**src/rtl/cmpwf_params.svh**
```systemverilog
// register map, field positions and reset values of the comparator control
// Functional notes
// - plus select bits 5..3 pick input 0-7
// - minus select bits 2..0 pick input
// - equal selects force comparator shut down
// - mux bit7 write zero, bit6 reads zero
// - raw result high when plus exceeds minus
// - falling and rising edges set their flags
// - edge enables gate flags onto interrupt
// - final output readable as status bit
// - filter changes after count agreeing samples
// - sample clock internal period or external
// - external enable samples on sample rising edges
// - window enable samples only while window high
// - enable low means disabled mode
// - zero count or period gives continuous mode
// - count one gives sampled unfiltered mode
// - count above one samples and filters
// - windowed capture every clock while window high
// - windowed result resampled at period intervals
// - windowed result resampled and filtered
// - zero count and no sampling resets filter
// - windowed modes hold value when window low
// - filtered output starts zero until filled
// - edge flags clear only on writing one
// - disabled mode holds raw output zero
`ifndef CMPWF_PARAMS_SVH
`define CMPWF_PARAMS_SVH

// byte addresses on the apb (index times four)
`define CMPWF_IDX_CR0     3'h0
`define CMPWF_IDX_CR1     3'h1
`define CMPWF_IDX_FPR     3'h2
`define CMPWF_IDX_SCR     3'h3
`define CMPWF_IDX_MUX     3'h5
`define CMPWF_ADDR_W      12

// control_reg_zero: filter_sample_count in bits 6..4
`define CMPWF_CR0_CNT_LSB 4
// control_reg_one fields
`define CMPWF_CR1_EN      0
`define CMPWF_CR1_INV     4
`define CMPWF_CR1_WE      6
`define CMPWF_CR1_SE      7
// status_control_reg fields
`define CMPWF_SCR_FINAL_COMPARE_OUTPUT    0
`define CMPWF_SCR_CFF     1
`define CMPWF_SCR_CFR     2
`define CMPWF_SCR_IEF     3
`define CMPWF_SCR_IER     4

`define CMPWF_RST_BYTE    8'h00
`define CMPWF_MUX_WMASK   8'h3f

`endif

```
**src/rtl/cmpwf_pkg.sv**
```systemverilog
// types shared by the comparator control block
package cmpwf_pkg;
   typedef enum logic [2:0]
   {
      CMPWF_DISABLED   = 3'b000,
      CMPWF_CONTINUOUS = 3'b001,
      CMPWF_SAMPLED    = 3'b011,
      CMPWF_WINDOWED   = 3'b010,
      CMPWF_WIN_SAMPLE = 3'b110
   } cmpwf_mode_t;
endpackage

```
**src/rtl/cmpwf_ctrl.sv**
```systemverilog
// apb register file, mode decode, window, sampler and filter of comparator
`timescale 1ns/1ps
`include "cmpwf_params.svh"
module cmpwf_ctrl
   import cmpwf_pkg::*;
#(
   parameter int CNT_W = 3,    // filter_sample_count width
   parameter int PER_W = 8     // filter_sample_period width
)
(
   input  wire logic        pclk,              // bus clock
   input  wire logic        presetn,           // async reset, active low
   input  wire logic        clk_en,            // freezes all state when low
   input  wire logic        psel,              // apb select
   input  wire logic        penable,           // apb access phase
   input  wire logic        pwrite,            // apb direction
   input  wire logic [11:0] paddr,             // apb byte address
   input  wire logic [31:0] pwdata,            // apb write data
   output logic      [31:0] prdata,            // apb read data
   output logic             pready,            // apb ready
   output logic             pslverr,           // apb error, unmapped
   input  wire logic        analog_compare_in, // raw comparator, async
   input  wire logic        window_in,         // window pin, async
   input  wire logic        sample_in,         // external strobe, async
   output logic [2:0]       plus_select,       // noninverting_input mux
   output logic [2:0]       minus_select,      // inverting_input mux
   output logic             comp_power_on,     // comparator powered
   output logic             windowed_out,      // windowed_compare_output
   output logic             final_out,         // final_compare_output
   output logic             irq                // interrupt request
);

   // ------------------------------------------------------------------
   // elaboration checks
   // ------------------------------------------------------------------
   if (CNT_W < 1 || CNT_W > 3 || PER_W < 1 || PER_W > 8)
   begin : g_bad_param
      $error("cmpwf_ctrl: unsupported parameter width");
   end

   // ------------------------------------------------------------------
   // registers
   // ------------------------------------------------------------------
   logic [7:0]       cr0_q;
   logic [7:0]       cr1_q;
   logic [7:0]       fpr_q;
   logic [7:0]       mux_q;
   logic             ier_q;
   logic             ief_q;
   logic             rise_edge_flag_q;
   logic             fall_edge_flag_q;
   logic [1:0]       sync_cmp_q;
   logic [1:0]       sync_win_q;
   logic [2:0]       sync_smp_q;
   logic             windowed_q;
   logic [PER_W-1:0] per_cnt_q;
   logic [7:0]       hist_q;
   logic [3:0]       fill_q;
   logic             filt_q;
   logic             final_q;
   logic             final_prev_q;

   logic [CNT_W-1:0] filter_sample_count;
   logic [PER_W-1:0] filter_sample_period;
   logic             comp_enable;
   logic             output_invert;
   logic             window_enable;
   logic             ext_sample_enable;
   logic             same_inputs;
   logic             raw_compare_result;
   logic             win_level;
   logic             strobe;
   logic             ext_rise;
   logic             filt_reset;
   logic             wr_en;
   logic             rd_en;
   logic [2:0]       reg_idx;
   logic             addr_ok;
   cmpwf_mode_t      mode;

   assign filter_sample_count  = cr0_q[`CMPWF_CR0_CNT_LSB +: CNT_W];
   assign filter_sample_period = fpr_q[PER_W-1:0];
   assign comp_enable          = cr1_q[`CMPWF_CR1_EN];
   assign output_invert        = cr1_q[`CMPWF_CR1_INV];
   assign window_enable        = cr1_q[`CMPWF_CR1_WE];
   assign ext_sample_enable    = cr1_q[`CMPWF_CR1_SE];

   // ------------------------------------------------------------------
   // apb decode
   // ------------------------------------------------------------------
   // zero wait states: pready is a registered constant high
   assign reg_idx = paddr[4:2];
   assign addr_ok = (paddr[`CMPWF_ADDR_W-1:5] == '0) && (paddr[1:0] == 2'b00)
                    && (reg_idx <= `CMPWF_IDX_SCR || reg_idx == `CMPWF_IDX_MUX);
   assign wr_en   = psel && penable && pwrite && addr_ok && clk_en;
   assign rd_en   = psel && !penable && !pwrite;

   // configuration writes
   always_ff @(posedge pclk or negedge presetn)
   begin
      if (!presetn)
      begin
         cr0_q <= `CMPWF_RST_BYTE;
         cr1_q <= `CMPWF_RST_BYTE;
         fpr_q <= `CMPWF_RST_BYTE;
         mux_q <= `CMPWF_RST_BYTE;
         ier_q <= 1'b0;
         ief_q <= 1'b0;
      end
      else if (wr_en)
      begin
         unique case (reg_idx)
            `CMPWF_IDX_CR0: cr0_q <= pwdata[7:0];
            `CMPWF_IDX_CR1: cr1_q <= pwdata[7:0];
            `CMPWF_IDX_FPR: fpr_q <= pwdata[7:0];
            `CMPWF_IDX_MUX: mux_q <= pwdata[7:0] & `CMPWF_MUX_WMASK;
            `CMPWF_IDX_SCR:
            begin
               ier_q <= pwdata[`CMPWF_SCR_IER];
               ief_q <= pwdata[`CMPWF_SCR_IEF];
            end
            default: ;
         endcase
      end
   end

   // read data, registered in the setup cycle
   always_ff @(posedge pclk or negedge presetn)
   begin
      if (!presetn)
      begin
         prdata  <= 32'h0000_0000;
         pready  <= 1'b0;
         pslverr <= 1'b0;
      end
      else if (clk_en)
      begin
         pready  <= 1'b1;
         pslverr <= psel && !penable && !addr_ok;
         if (rd_en)
         begin
            prdata <= 32'h0000_0000;
            unique case (reg_idx)
               `CMPWF_IDX_CR0: prdata[7:0] <= cr0_q;
               `CMPWF_IDX_CR1: prdata[7:0] <= cr1_q;
               `CMPWF_IDX_FPR: prdata[7:0] <= fpr_q;
               `CMPWF_IDX_MUX: prdata[7:0] <= mux_q;
               `CMPWF_IDX_SCR:
               begin
                  prdata[`CMPWF_SCR_IER]  <= ier_q;
                  prdata[`CMPWF_SCR_IEF]  <= ief_q;
                  prdata[`CMPWF_SCR_CFR]  <= rise_edge_flag_q;
                  prdata[`CMPWF_SCR_CFF]  <= fall_edge_flag_q;
                  prdata[`CMPWF_SCR_FINAL_COMPARE_OUTPUT] <= final_q;
               end
               default: ;
            endcase
         end
      end
   end

   // ------------------------------------------------------------------
   // analog mux, shutdown and input synchronisers
   // ------------------------------------------------------------------
   assign same_inputs = (mux_q[5:3] == mux_q[2:0]);

   always_ff @(posedge pclk or negedge presetn)
   begin
      if (!presetn)
      begin
         plus_select   <= 3'h0;
         minus_select  <= 3'h0;
         comp_power_on <= 1'b0;
      end
      else if (clk_en)
      begin
         plus_select   <= mux_q[5:3];
         minus_select  <= mux_q[2:0];
         comp_power_on <= comp_enable && !same_inputs;
      end
   end

   // first stage of each chain feeds only its second stage
   always_ff @(posedge pclk or negedge presetn)
   begin
      if (!presetn)
      begin
         sync_cmp_q <= 2'h0;
         sync_win_q <= 2'h0;
         sync_smp_q <= 3'h0;
      end
      else if (clk_en)
      begin
         sync_cmp_q <= {sync_cmp_q[0], analog_compare_in};
         sync_win_q <= {sync_win_q[0], window_in};
         sync_smp_q <= {sync_smp_q[1:0], sample_in};
      end
   end

   // comparator held low when off; polarity applied afterwards
   assign raw_compare_result = sync_cmp_q[1] && comp_power_on;
   assign win_level = raw_compare_result ^ output_invert;
   assign ext_rise  = sync_smp_q[1] && !sync_smp_q[2];

   // ------------------------------------------------------------------
   // mode decode
   // ------------------------------------------------------------------
   always_comb
   begin
      if (!comp_enable)
         mode = CMPWF_DISABLED;
      else if (!window_enable)
      begin
         if (ext_sample_enable && filter_sample_count != '0)
            mode = CMPWF_SAMPLED;
         else if (filter_sample_count == '0 || filter_sample_period == '0)
            mode = CMPWF_CONTINUOUS;
         else
            mode = CMPWF_SAMPLED;
      end
      else if (filter_sample_count == '0 || filter_sample_period == '0)
         mode = CMPWF_WINDOWED;
      else
         mode = CMPWF_WIN_SAMPLE;
   end

   assign filt_reset = (filter_sample_count == '0) && !ext_sample_enable;

   // ------------------------------------------------------------------
   // window latch
   // ------------------------------------------------------------------
   always_ff @(posedge pclk or negedge presetn)
   begin
      if (!presetn)
         windowed_q <= 1'b0;
      else if (clk_en)
      begin
         if (!window_enable || !comp_enable)
            windowed_q <= win_level;
         else if (sync_win_q[1])
            windowed_q <= win_level;
         // window low: value held
      end
   end

   // ------------------------------------------------------------------
   // sample strobe source
   // ------------------------------------------------------------------
   // internal timebase counts period clocks between strobes
   always_ff @(posedge pclk or negedge presetn)
   begin
      if (!presetn)
         per_cnt_q <= '0;
      else if (clk_en)
      begin
         if (filt_reset || per_cnt_q + 1'b1 >= filter_sample_period)
            per_cnt_q <= '0;
         else
            per_cnt_q <= per_cnt_q + 1'b1;
      end
   end

   always_comb
   begin
      if (ext_sample_enable)
         strobe = ext_rise;
      else
         strobe = (filter_sample_period != '0) &&
                  (per_cnt_q + 1'b1 >= filter_sample_period);
   end

   // ------------------------------------------------------------------
   // filter: output moves after count agreeing samples
   // ------------------------------------------------------------------
   always_ff @(posedge pclk or negedge presetn)
   begin
      if (!presetn)
      begin
         hist_q <= 8'h00;
         fill_q <= 4'h0;
         filt_q <= 1'b0;
      end
      else if (clk_en)
      begin
         if (filt_reset || !comp_enable)
         begin
            hist_q <= 8'h00;
            fill_q <= 4'h0;
            filt_q <= 1'b0;
         end
         else if (strobe)
         begin
            hist_q <= {hist_q[6:0], windowed_q};
            if (fill_q < 4'(filter_sample_count))
               fill_q <= fill_q + 4'h1;
            // agreement of the newest count samples including this one
            if (fill_q + 4'h1 >= 4'(filter_sample_count))
            begin
               if (agree(hist_q, windowed_q, filter_sample_count))
                  filt_q <= windowed_q;
            end
         end
      end
   end

   // true when the last cnt-1 history bits all equal the new sample
   function automatic logic agree(input logic [7:0] h, input logic v,
                                  input logic [CNT_W-1:0] cnt);
      logic ok;
      ok = 1'b1;
      for (int i = 0; i < 7; i++)
         if (i + 1 < int'(cnt) && h[i] != v)
            ok = 1'b0;
      return ok;
   endfunction

   // ------------------------------------------------------------------
   // final output select and edge flags
   // ------------------------------------------------------------------
   always_ff @(posedge pclk or negedge presetn)
   begin
      if (!presetn)
      begin
         final_q      <= 1'b0;
         final_prev_q <= 1'b0;
         windowed_out <= 1'b0;
         final_out    <= 1'b0;
      end
      else if (clk_en)
      begin
         unique case (mode)
            CMPWF_DISABLED:   final_q <= output_invert;
            CMPWF_CONTINUOUS: final_q <= win_level;
            CMPWF_WINDOWED:   final_q <= windowed_q;
            CMPWF_SAMPLED,
            CMPWF_WIN_SAMPLE: final_q <= filt_q;
         endcase
         final_prev_q <= final_q;
         windowed_out <= windowed_q;
         final_out    <= final_q;
      end
   end

   // hardware set beats a simultaneous write-one clear
   always_ff @(posedge pclk or negedge presetn)
   begin
      if (!presetn)
      begin
         rise_edge_flag_q <= 1'b0;
         fall_edge_flag_q <= 1'b0;
      end
      else if (clk_en)
      begin
         if (final_q && !final_prev_q)
            rise_edge_flag_q <= 1'b1;
         else if (wr_en && reg_idx == `CMPWF_IDX_SCR && pwdata[`CMPWF_SCR_CFR])
            rise_edge_flag_q <= 1'b0;
         if (!final_q && final_prev_q)
            fall_edge_flag_q <= 1'b1;
         else if (wr_en && reg_idx == `CMPWF_IDX_SCR && pwdata[`CMPWF_SCR_CFF])
            fall_edge_flag_q <= 1'b0;
      end
   end

   // interrupt request
   always_ff @(posedge pclk or negedge presetn)
   begin
      if (!presetn)
         irq <= 1'b0;
      else if (clk_en)
         irq <= (ier_q && rise_edge_flag_q) || (ief_q && fall_edge_flag_q);
   end

endmodule

```
**config.mk**
```make
export PLATFORM = sky130hd
export DESIGN_NAME = cmpwf_ctrl
export DESIGN_NICKNAME = d
export VERILOG_FILES = /design/src/rtl/cmpwf_pkg.sv /design/src/rtl/cmpwf_ctrl.sv
export VERILOG_INCLUDE_DIRS = /design/src /design/src/rtl
export SDC_FILE = /design/constraint.sdc
export NUM_CORES = 1
export LEC_CHECK = 0
export BUFFER_PORTS_ARGS = -buffer_cell sky130_fd_sc_hd__buf_2
export CAP_MARGIN = 5
export CORE_MARGIN = 2
export CORE_UTILIZATION = 50
export DETAILED_ROUTE_END_ITERATION = 10
export GPL_TIMING_DRIVEN = 1
export PLACE_DENSITY = 0.86
export REMOVE_ABC_BUFFERS = 1
export SLEW_MARGIN = 40
export SYNTH_ARGS = -nofsm -noshare
export SYNTH_HDL_FRONTEND = slang
export SYNTH_SLANG_ARGS = --single-unit
```
**constraint.sdc**
```tcl
create_clock -name pclk -period 2.8 [get_ports pclk]
set_input_delay 0.28 -clock pclk [delete_from_list [all_inputs] [get_ports pclk]]
set_output_delay 0.28 -clock pclk [all_outputs]
set_load 0.01 [all_outputs]
```
Word level (Yosys, flattened, before mapping)
Index checks and enable logic that the tools add are counted.
{"block": "totals", "reg_bits": 82, "inputBits": 53, "output_inout_bits": 44, "word_cells": 161}
{"block": "op_classes", "n_addsub": 2, "n_lt_le_gt_ge": 10, "eq_ne": 15, "n_mux": 35, "bitwise_logic": 1, "reduce_logical": 72}
{"operator": "logical AND 1 bit", "count": 28}
{"operator": "case mux 5 bit (5 select lines)", "count": 1}
{"operator": "two-way mux 1 bit", "count": 21}
{"operator": "AND reduction 2 bit", "count": 10}
{"operator": "nonzero test 2 bit", "count": 7}
{"operator": "== test 3 x 2 -> 1 bit, second input constant", "count": 4}
{"operator": "two-way mux 4 bit", "count": 3}
{"operator": "two-way mux 6 bit", "count": 2}
{"operator": "case mux 3 bit (4 select lines)", "count": 1}
{"operator": "logical NOT 1 bit", "count": 10}
{"operator": "logical NOT 3 bit", "count": 3}
{"operator": "< comparator 3 bit, first input constant", "count": 3}
{"operator": "two-way mux 3 bit", "count": 3}
{"operator": "adder 8 x 1 -> 8 bit, second input constant", "count": 1}
{"operator": ">= comparator 8 bit", "count": 1}
{"operator": "logical NOT 8 bit", "count": 1}
{"operator": "two-way mux 8 bit", "count": 1}
{"operator": "nonzero test 8 bit", "count": 1}
{"operator": "logical NOT 7 bit", "count": 1}
{"operator": "== test 3 x 1 -> 1 bit, second input constant", "count": 2}
{"operator": "== test 3 bit, second input constant", "count": 2}
{"operator": "logical OR 1 bit", "count": 6}
{"operator": "< comparator 2 x 3 -> 1 bit, first input constant", "count": 2}
{"operator": "!= test 1 bit", "count": 6}
{"operator": "other kinds (14)", "count": 15}

Depth between registers and ports, before layout
{"block": "depth", "word_depth": 16, "depth_mapped": 12, "mapped_depth_nobuf": 11}

Least setup slack after synthesis
OpenSTA, ideal clock, no wires.
{"block": "synth_timing", "path_type": "register -> register", "start": "register per_cnt_q[0]", "end": "register hist_q[2]", "setup_time_ns": 0.135, "t_arrival_ns": 2.411, "required_ns": 2.665, "path_slack_ns": 0.254, "stages_incl_launch_ff": 11, "path_buffers": 1, "cell_sequence": "dfrtp_1 -> ha_1 -> xnor2_1 -> inv_1 -> ha_1 -> and3_1 -> o21ai_0 -> a311oi_1 -> o31ai_2 -> clkbuf_1 -> o21ai_0"}
{"block": "synth_via", "elab_chain_len": 6}
{"element": "start, declared", "line": "cmpwf_ctrl.sv:56", "rtl": "logic [PER_W-1:0] per_cnt_q;"}
{"element": "start signal, assigned", "line": "cmpwf_ctrl.sv:259", "rtl": "per_cnt_q <= per_cnt_q + 1'b1;"}
{"element": "adder 8 x 1 -> 8 bit", "line": "cmpwf_ctrl.sv:269", "rtl": "(per_cnt_q + 1'b1 >= filter_sample_period);"}
{"element": ">= comparator 8 bit", "line": "cmpwf_ctrl.sv:269"}
{"element": "logical AND 1 bit", "line": "cmpwf_ctrl.sv:268", "rtl": "strobe = (filter_sample_period != '0) &&"}
{"element": "two-way mux 1 bit", "line": "cmpwf_ctrl.sv:265", "rtl": "if (ext_sample_enable)"}
{"element": "nonzero test 2 bit (no line)"}
{"element": "AND reduction 2 bit (no line)"}
{"element": "end signal, assigned", "line": "cmpwf_ctrl.sv:293", "rtl": "hist_q <= {hist_q[6:0], windowed_q};"}
{"element": "end, declared", "line": "cmpwf_ctrl.sv:57", "rtl": "logic [7:0] hist_q;"}
Every way passes these cells.
A chain may end at the register's enable or synchronous reset.

Worst setup path after layout
{"block": "layout_timing", "start": "register per_cnt_q[0]", "end": "register filt_q"}
{"block": "layout_via", "elab_chain_len": 6}
{"element": "adder 8 x 1 -> 8 bit", "line": "cmpwf_ctrl.sv:269"}
{"element": ">= comparator 8 bit", "line": "cmpwf_ctrl.sv:269"}
{"element": "logical AND 1 bit", "line": "cmpwf_ctrl.sv:268"}
{"element": "two-way mux 1 bit", "line": "cmpwf_ctrl.sv:265"}
{"element": "nonzero test 2 bit (no line)"}
{"element": "AND reduction 4 bit (no line)"}
{"element": "end signal, assigned", "line": "cmpwf_ctrl.sv:300", "rtl": "filt_q <= windowed_q;"}
{"element": "end, declared", "line": "cmpwf_ctrl.sv:59", "rtl": "logic filt_q;"}
Every way passes these cells.

==> impl_metrics.ini <==
[status]
status = finished, final reports clean

[critical_path]
reg2reg_slack_ns = 0.18
crit_arrival_ns = 2.86
crit_chain = ha_1 -> nand3_1 -> nor3_2 -> xnor2_1 -> inv_1 -> ha_1 -> nand2_1 -> a311oi_2 -> o31ai_4 -> buf_4 -> o32ai_1
worst_r2r_endpoint = filt_q
ff2ff_path_depth = 11
end_kind = flip-flop
reg2reg_from = per_cnt_q[0]
crit_path_max_fanout = 5
critical_path.max_stage_delay_ns = 0.43
worst_setup_path_start_kind = flip-flop
cp.required_ns = 3.04
crit_type = flip-flop to flip-flop
critPathSlowestCell = dfrtp_1
critPathMostFrequentCell = ha_1

[logic_synthesis]
yosysMostFrequentCell = dfrtp_1
synth_common_cells = dfrtp_1, nand2_1, mux2_2
synth-simple-area-share_pct = 11.7
synth_edf_count = 0
yosys.area_share.xor_xnor_pct = 2.98
ys_warn_count = 0
synth-async-reset-ratio_pct = 100
synth_top_family_by_area = multiplexers
synth_top_area_cell = dfrtp_1
synthAdderAreaFrac_pct = 4.54
yosysUniqueCellTypes = 56
synth_compound_area_share_pct = 12.3
syn_inst = 426
synth.cell_area_um2 = 4410
synthFlopType = dfrtp_1
synth_mux_area_share_pct = 13.0
ys_seq_area_share_pct = 46.6
ys_seq_elements = 82
netlist.area_leader.share_pct = 46.6
avgSynthCellArea_um2 = 10.3
synth_area_leaders = dfrtp_1, mux2_2, ha_1, buf_4, nand2_1

[route]
wire_per_inst_um = 16.3
viasPerCell = 5.56
drt_iter0_drc = 182
drt-met1-wl_um = 4050
wl_met2_um = 4770
wl_met3_um = 579
final_antenna_net_count = 0
routed_wl_um = 9590
drtPass1Iterations = 4
vias = 3272
drc = 0
top_layer_used = met4

[worst_hold_path]
hold_path_class = input pin to flip-flop
whs_path_depth = 2
min_to = sync_win_q[0]
hold_start = window_in

[placed_design]
io_buffers = 48
hpwl_um = 6700
place.gp.congestion = 0.876
place_area_um2 = 4640

[clocking]
clkLatencyLatePin_ns = 0.37
cts.sinks = 82
cts-root-buf = clkbuf_8
clock_path_buffers = 2
tritoncts = done
htree_levels = 3
clkTransAtPathRegs_ns = 0.08
numCtsBuffers = 9

[sta]
hold_viol = 0
finalSetupViolCount = 0
tightest_slew_ns = 0.738
clock_skew_ns = 0.0103
drv_slew = 0
fmax_mhz = 381
whs_ns = 0.162
rsz0062_at_grt = true
period_needed_ns = 2.62
fin_crit_sh_pct = 93.6
maxSlewHeadroom_pct = 50.8

[final_layout]
syn2layout_area_growth_pct = 13.0
final_area_um2 = 4980
layout-drive-gt1-share_pct = 25.6
antenna_cells = 0
nets = 545
fillers = 695

[floorplan]
initial_utilization_pct = 51.0
ios = 97
die_w_um = 97.9
row_count = 34
dieArea_um2 = 9580
chipHeight_um = 97.9
core_area_um2 = 8640

[pwr]
power_leakage_nw = 2.45
powerDensity_nw_per_um2 = 580
ir_worst_vdd_v = 0.000251
p_total_mw = 2.89

[run]
max_cap_violations = 0

[grt]
antenna_found_initial = 0
track_usage_pct = 20.9
grt_pass1_vias = 3321
grt_pass1_wl_um = 15900
grt_max_degree = 83
grt.overflow.total = 0
-- registers in the layout, summed over array words and instances (netlist names), 2 cells and up --
register / flops
cr0_q: 8
cr1_q: 8
fill_q: 4
filter_sample_period: 8
hist_q: 6
minus_select: 3
mux_q: 6
per_cnt_q: 8
plus_select: 3
prdata: 8
sync_cmp_q: 2
sync_smp_q: 3
sync_win_q: 2
-- worst max-delay path: cells and delay by family, from the launching register on --
family / cells / cell delay [ns]
and+or+nand+nor: 3 / 0.37
AOI/OAI and AO/OA: 3 / 0.79
DFF: 1 / 0.43
xor gates and xnor gates: 1 / 0.18
adders and majority gates: 2 / 0.49
buffers and inverters: 2 / 0.24
-- timing repair --
action	4_1_cts	5_1_grt
endpoints found under the hold margin	24	0
endpoints found under the setup margin	1	7
pin swaps	1	2
hold buffers	1	0
gates resized for setup	0	4
buffers inserted	1	2
-- cell type report --
cell class	count	area, um2	share of cell area (%)
well taps	108	135	2.71
multi-input cells	294	2070	41.6
repair buffers	56	322	6.46
inverters	33	124	2.49
clock buffers	10	138	2.76
clock inverters	6	138	2.76
flip-flops and latches	82	2050	41.2
-- kinds of logic after synthesis --
| family | count (synthesis) |
|---|---|
| AOI/OAI and AO/OA | 83 |
| and+or+nand+nor | 105 |
| adders and majority gates | 16 |
| other | 1 |
| xor gates and xnor gates | 15 |
| muxes | 51 |
| buffers and inverters | 73 |
| DFF | 82 |
-- power breakdown --
group	total, mW	internal (mW)	switching [mW]
clock	1.16	0.710	0.449
sequential	1.32	1.26	0.0588
combinational	0.408	0.171	0.236
total	2.89	2.15	0.745
-- metrics by stage --
step                      utilization, %  worst slack (ns)  cells  setup TNS [ns]
final                               57.7             0.179    589               0
after global routing                57.7           -0.0475    589         -0.0626
after CTS                           57.1            0.0560    587               0
after detailed placement            53.7            0.0382    569               0
after global placement              53.7             0.156    569               0
after floorplan                        -            0.0991    409               0
-- layer usage --
layer	global-route usage, %	vias to the layer above
met5	0	-
met4	7.69	0
met3	5.23	18
met2	34.4	111
met1	27.0	1604
li1	-	1539
-- layout by cell type, fill, tap and decap left out, drive strengths merged, types with 6 or more instances in the layout --
master  count
conb       24
xnor2       8
buf        55
inv        33
nand3       6
xor2        7
o21ai      33
a21oi      12
nor2       20
nor2b       6
mux2i       9
mux2       41
o22ai      10
ha         16
nor3        8
dfrtp      82
nand2      44
clkbuf     10
-- how the worst max path moves through the flow --
stage,startpoint,to,depth (start not counted)
4_1_cts,per_cnt_q[0],filt_q,11
3_5_place_dp,per_cnt_q[0],filt_q,11
2_1_floorplan,per_cnt_q[0],fill_q[1],10
5_1_grt,per_cnt_q[0],fill_q[3],11
3_3_place_gp,per_cnt_q[0],filt_q,12
6_report,per_cnt_q[0],filt_q,11
Power figures use the tool's default switching activity.
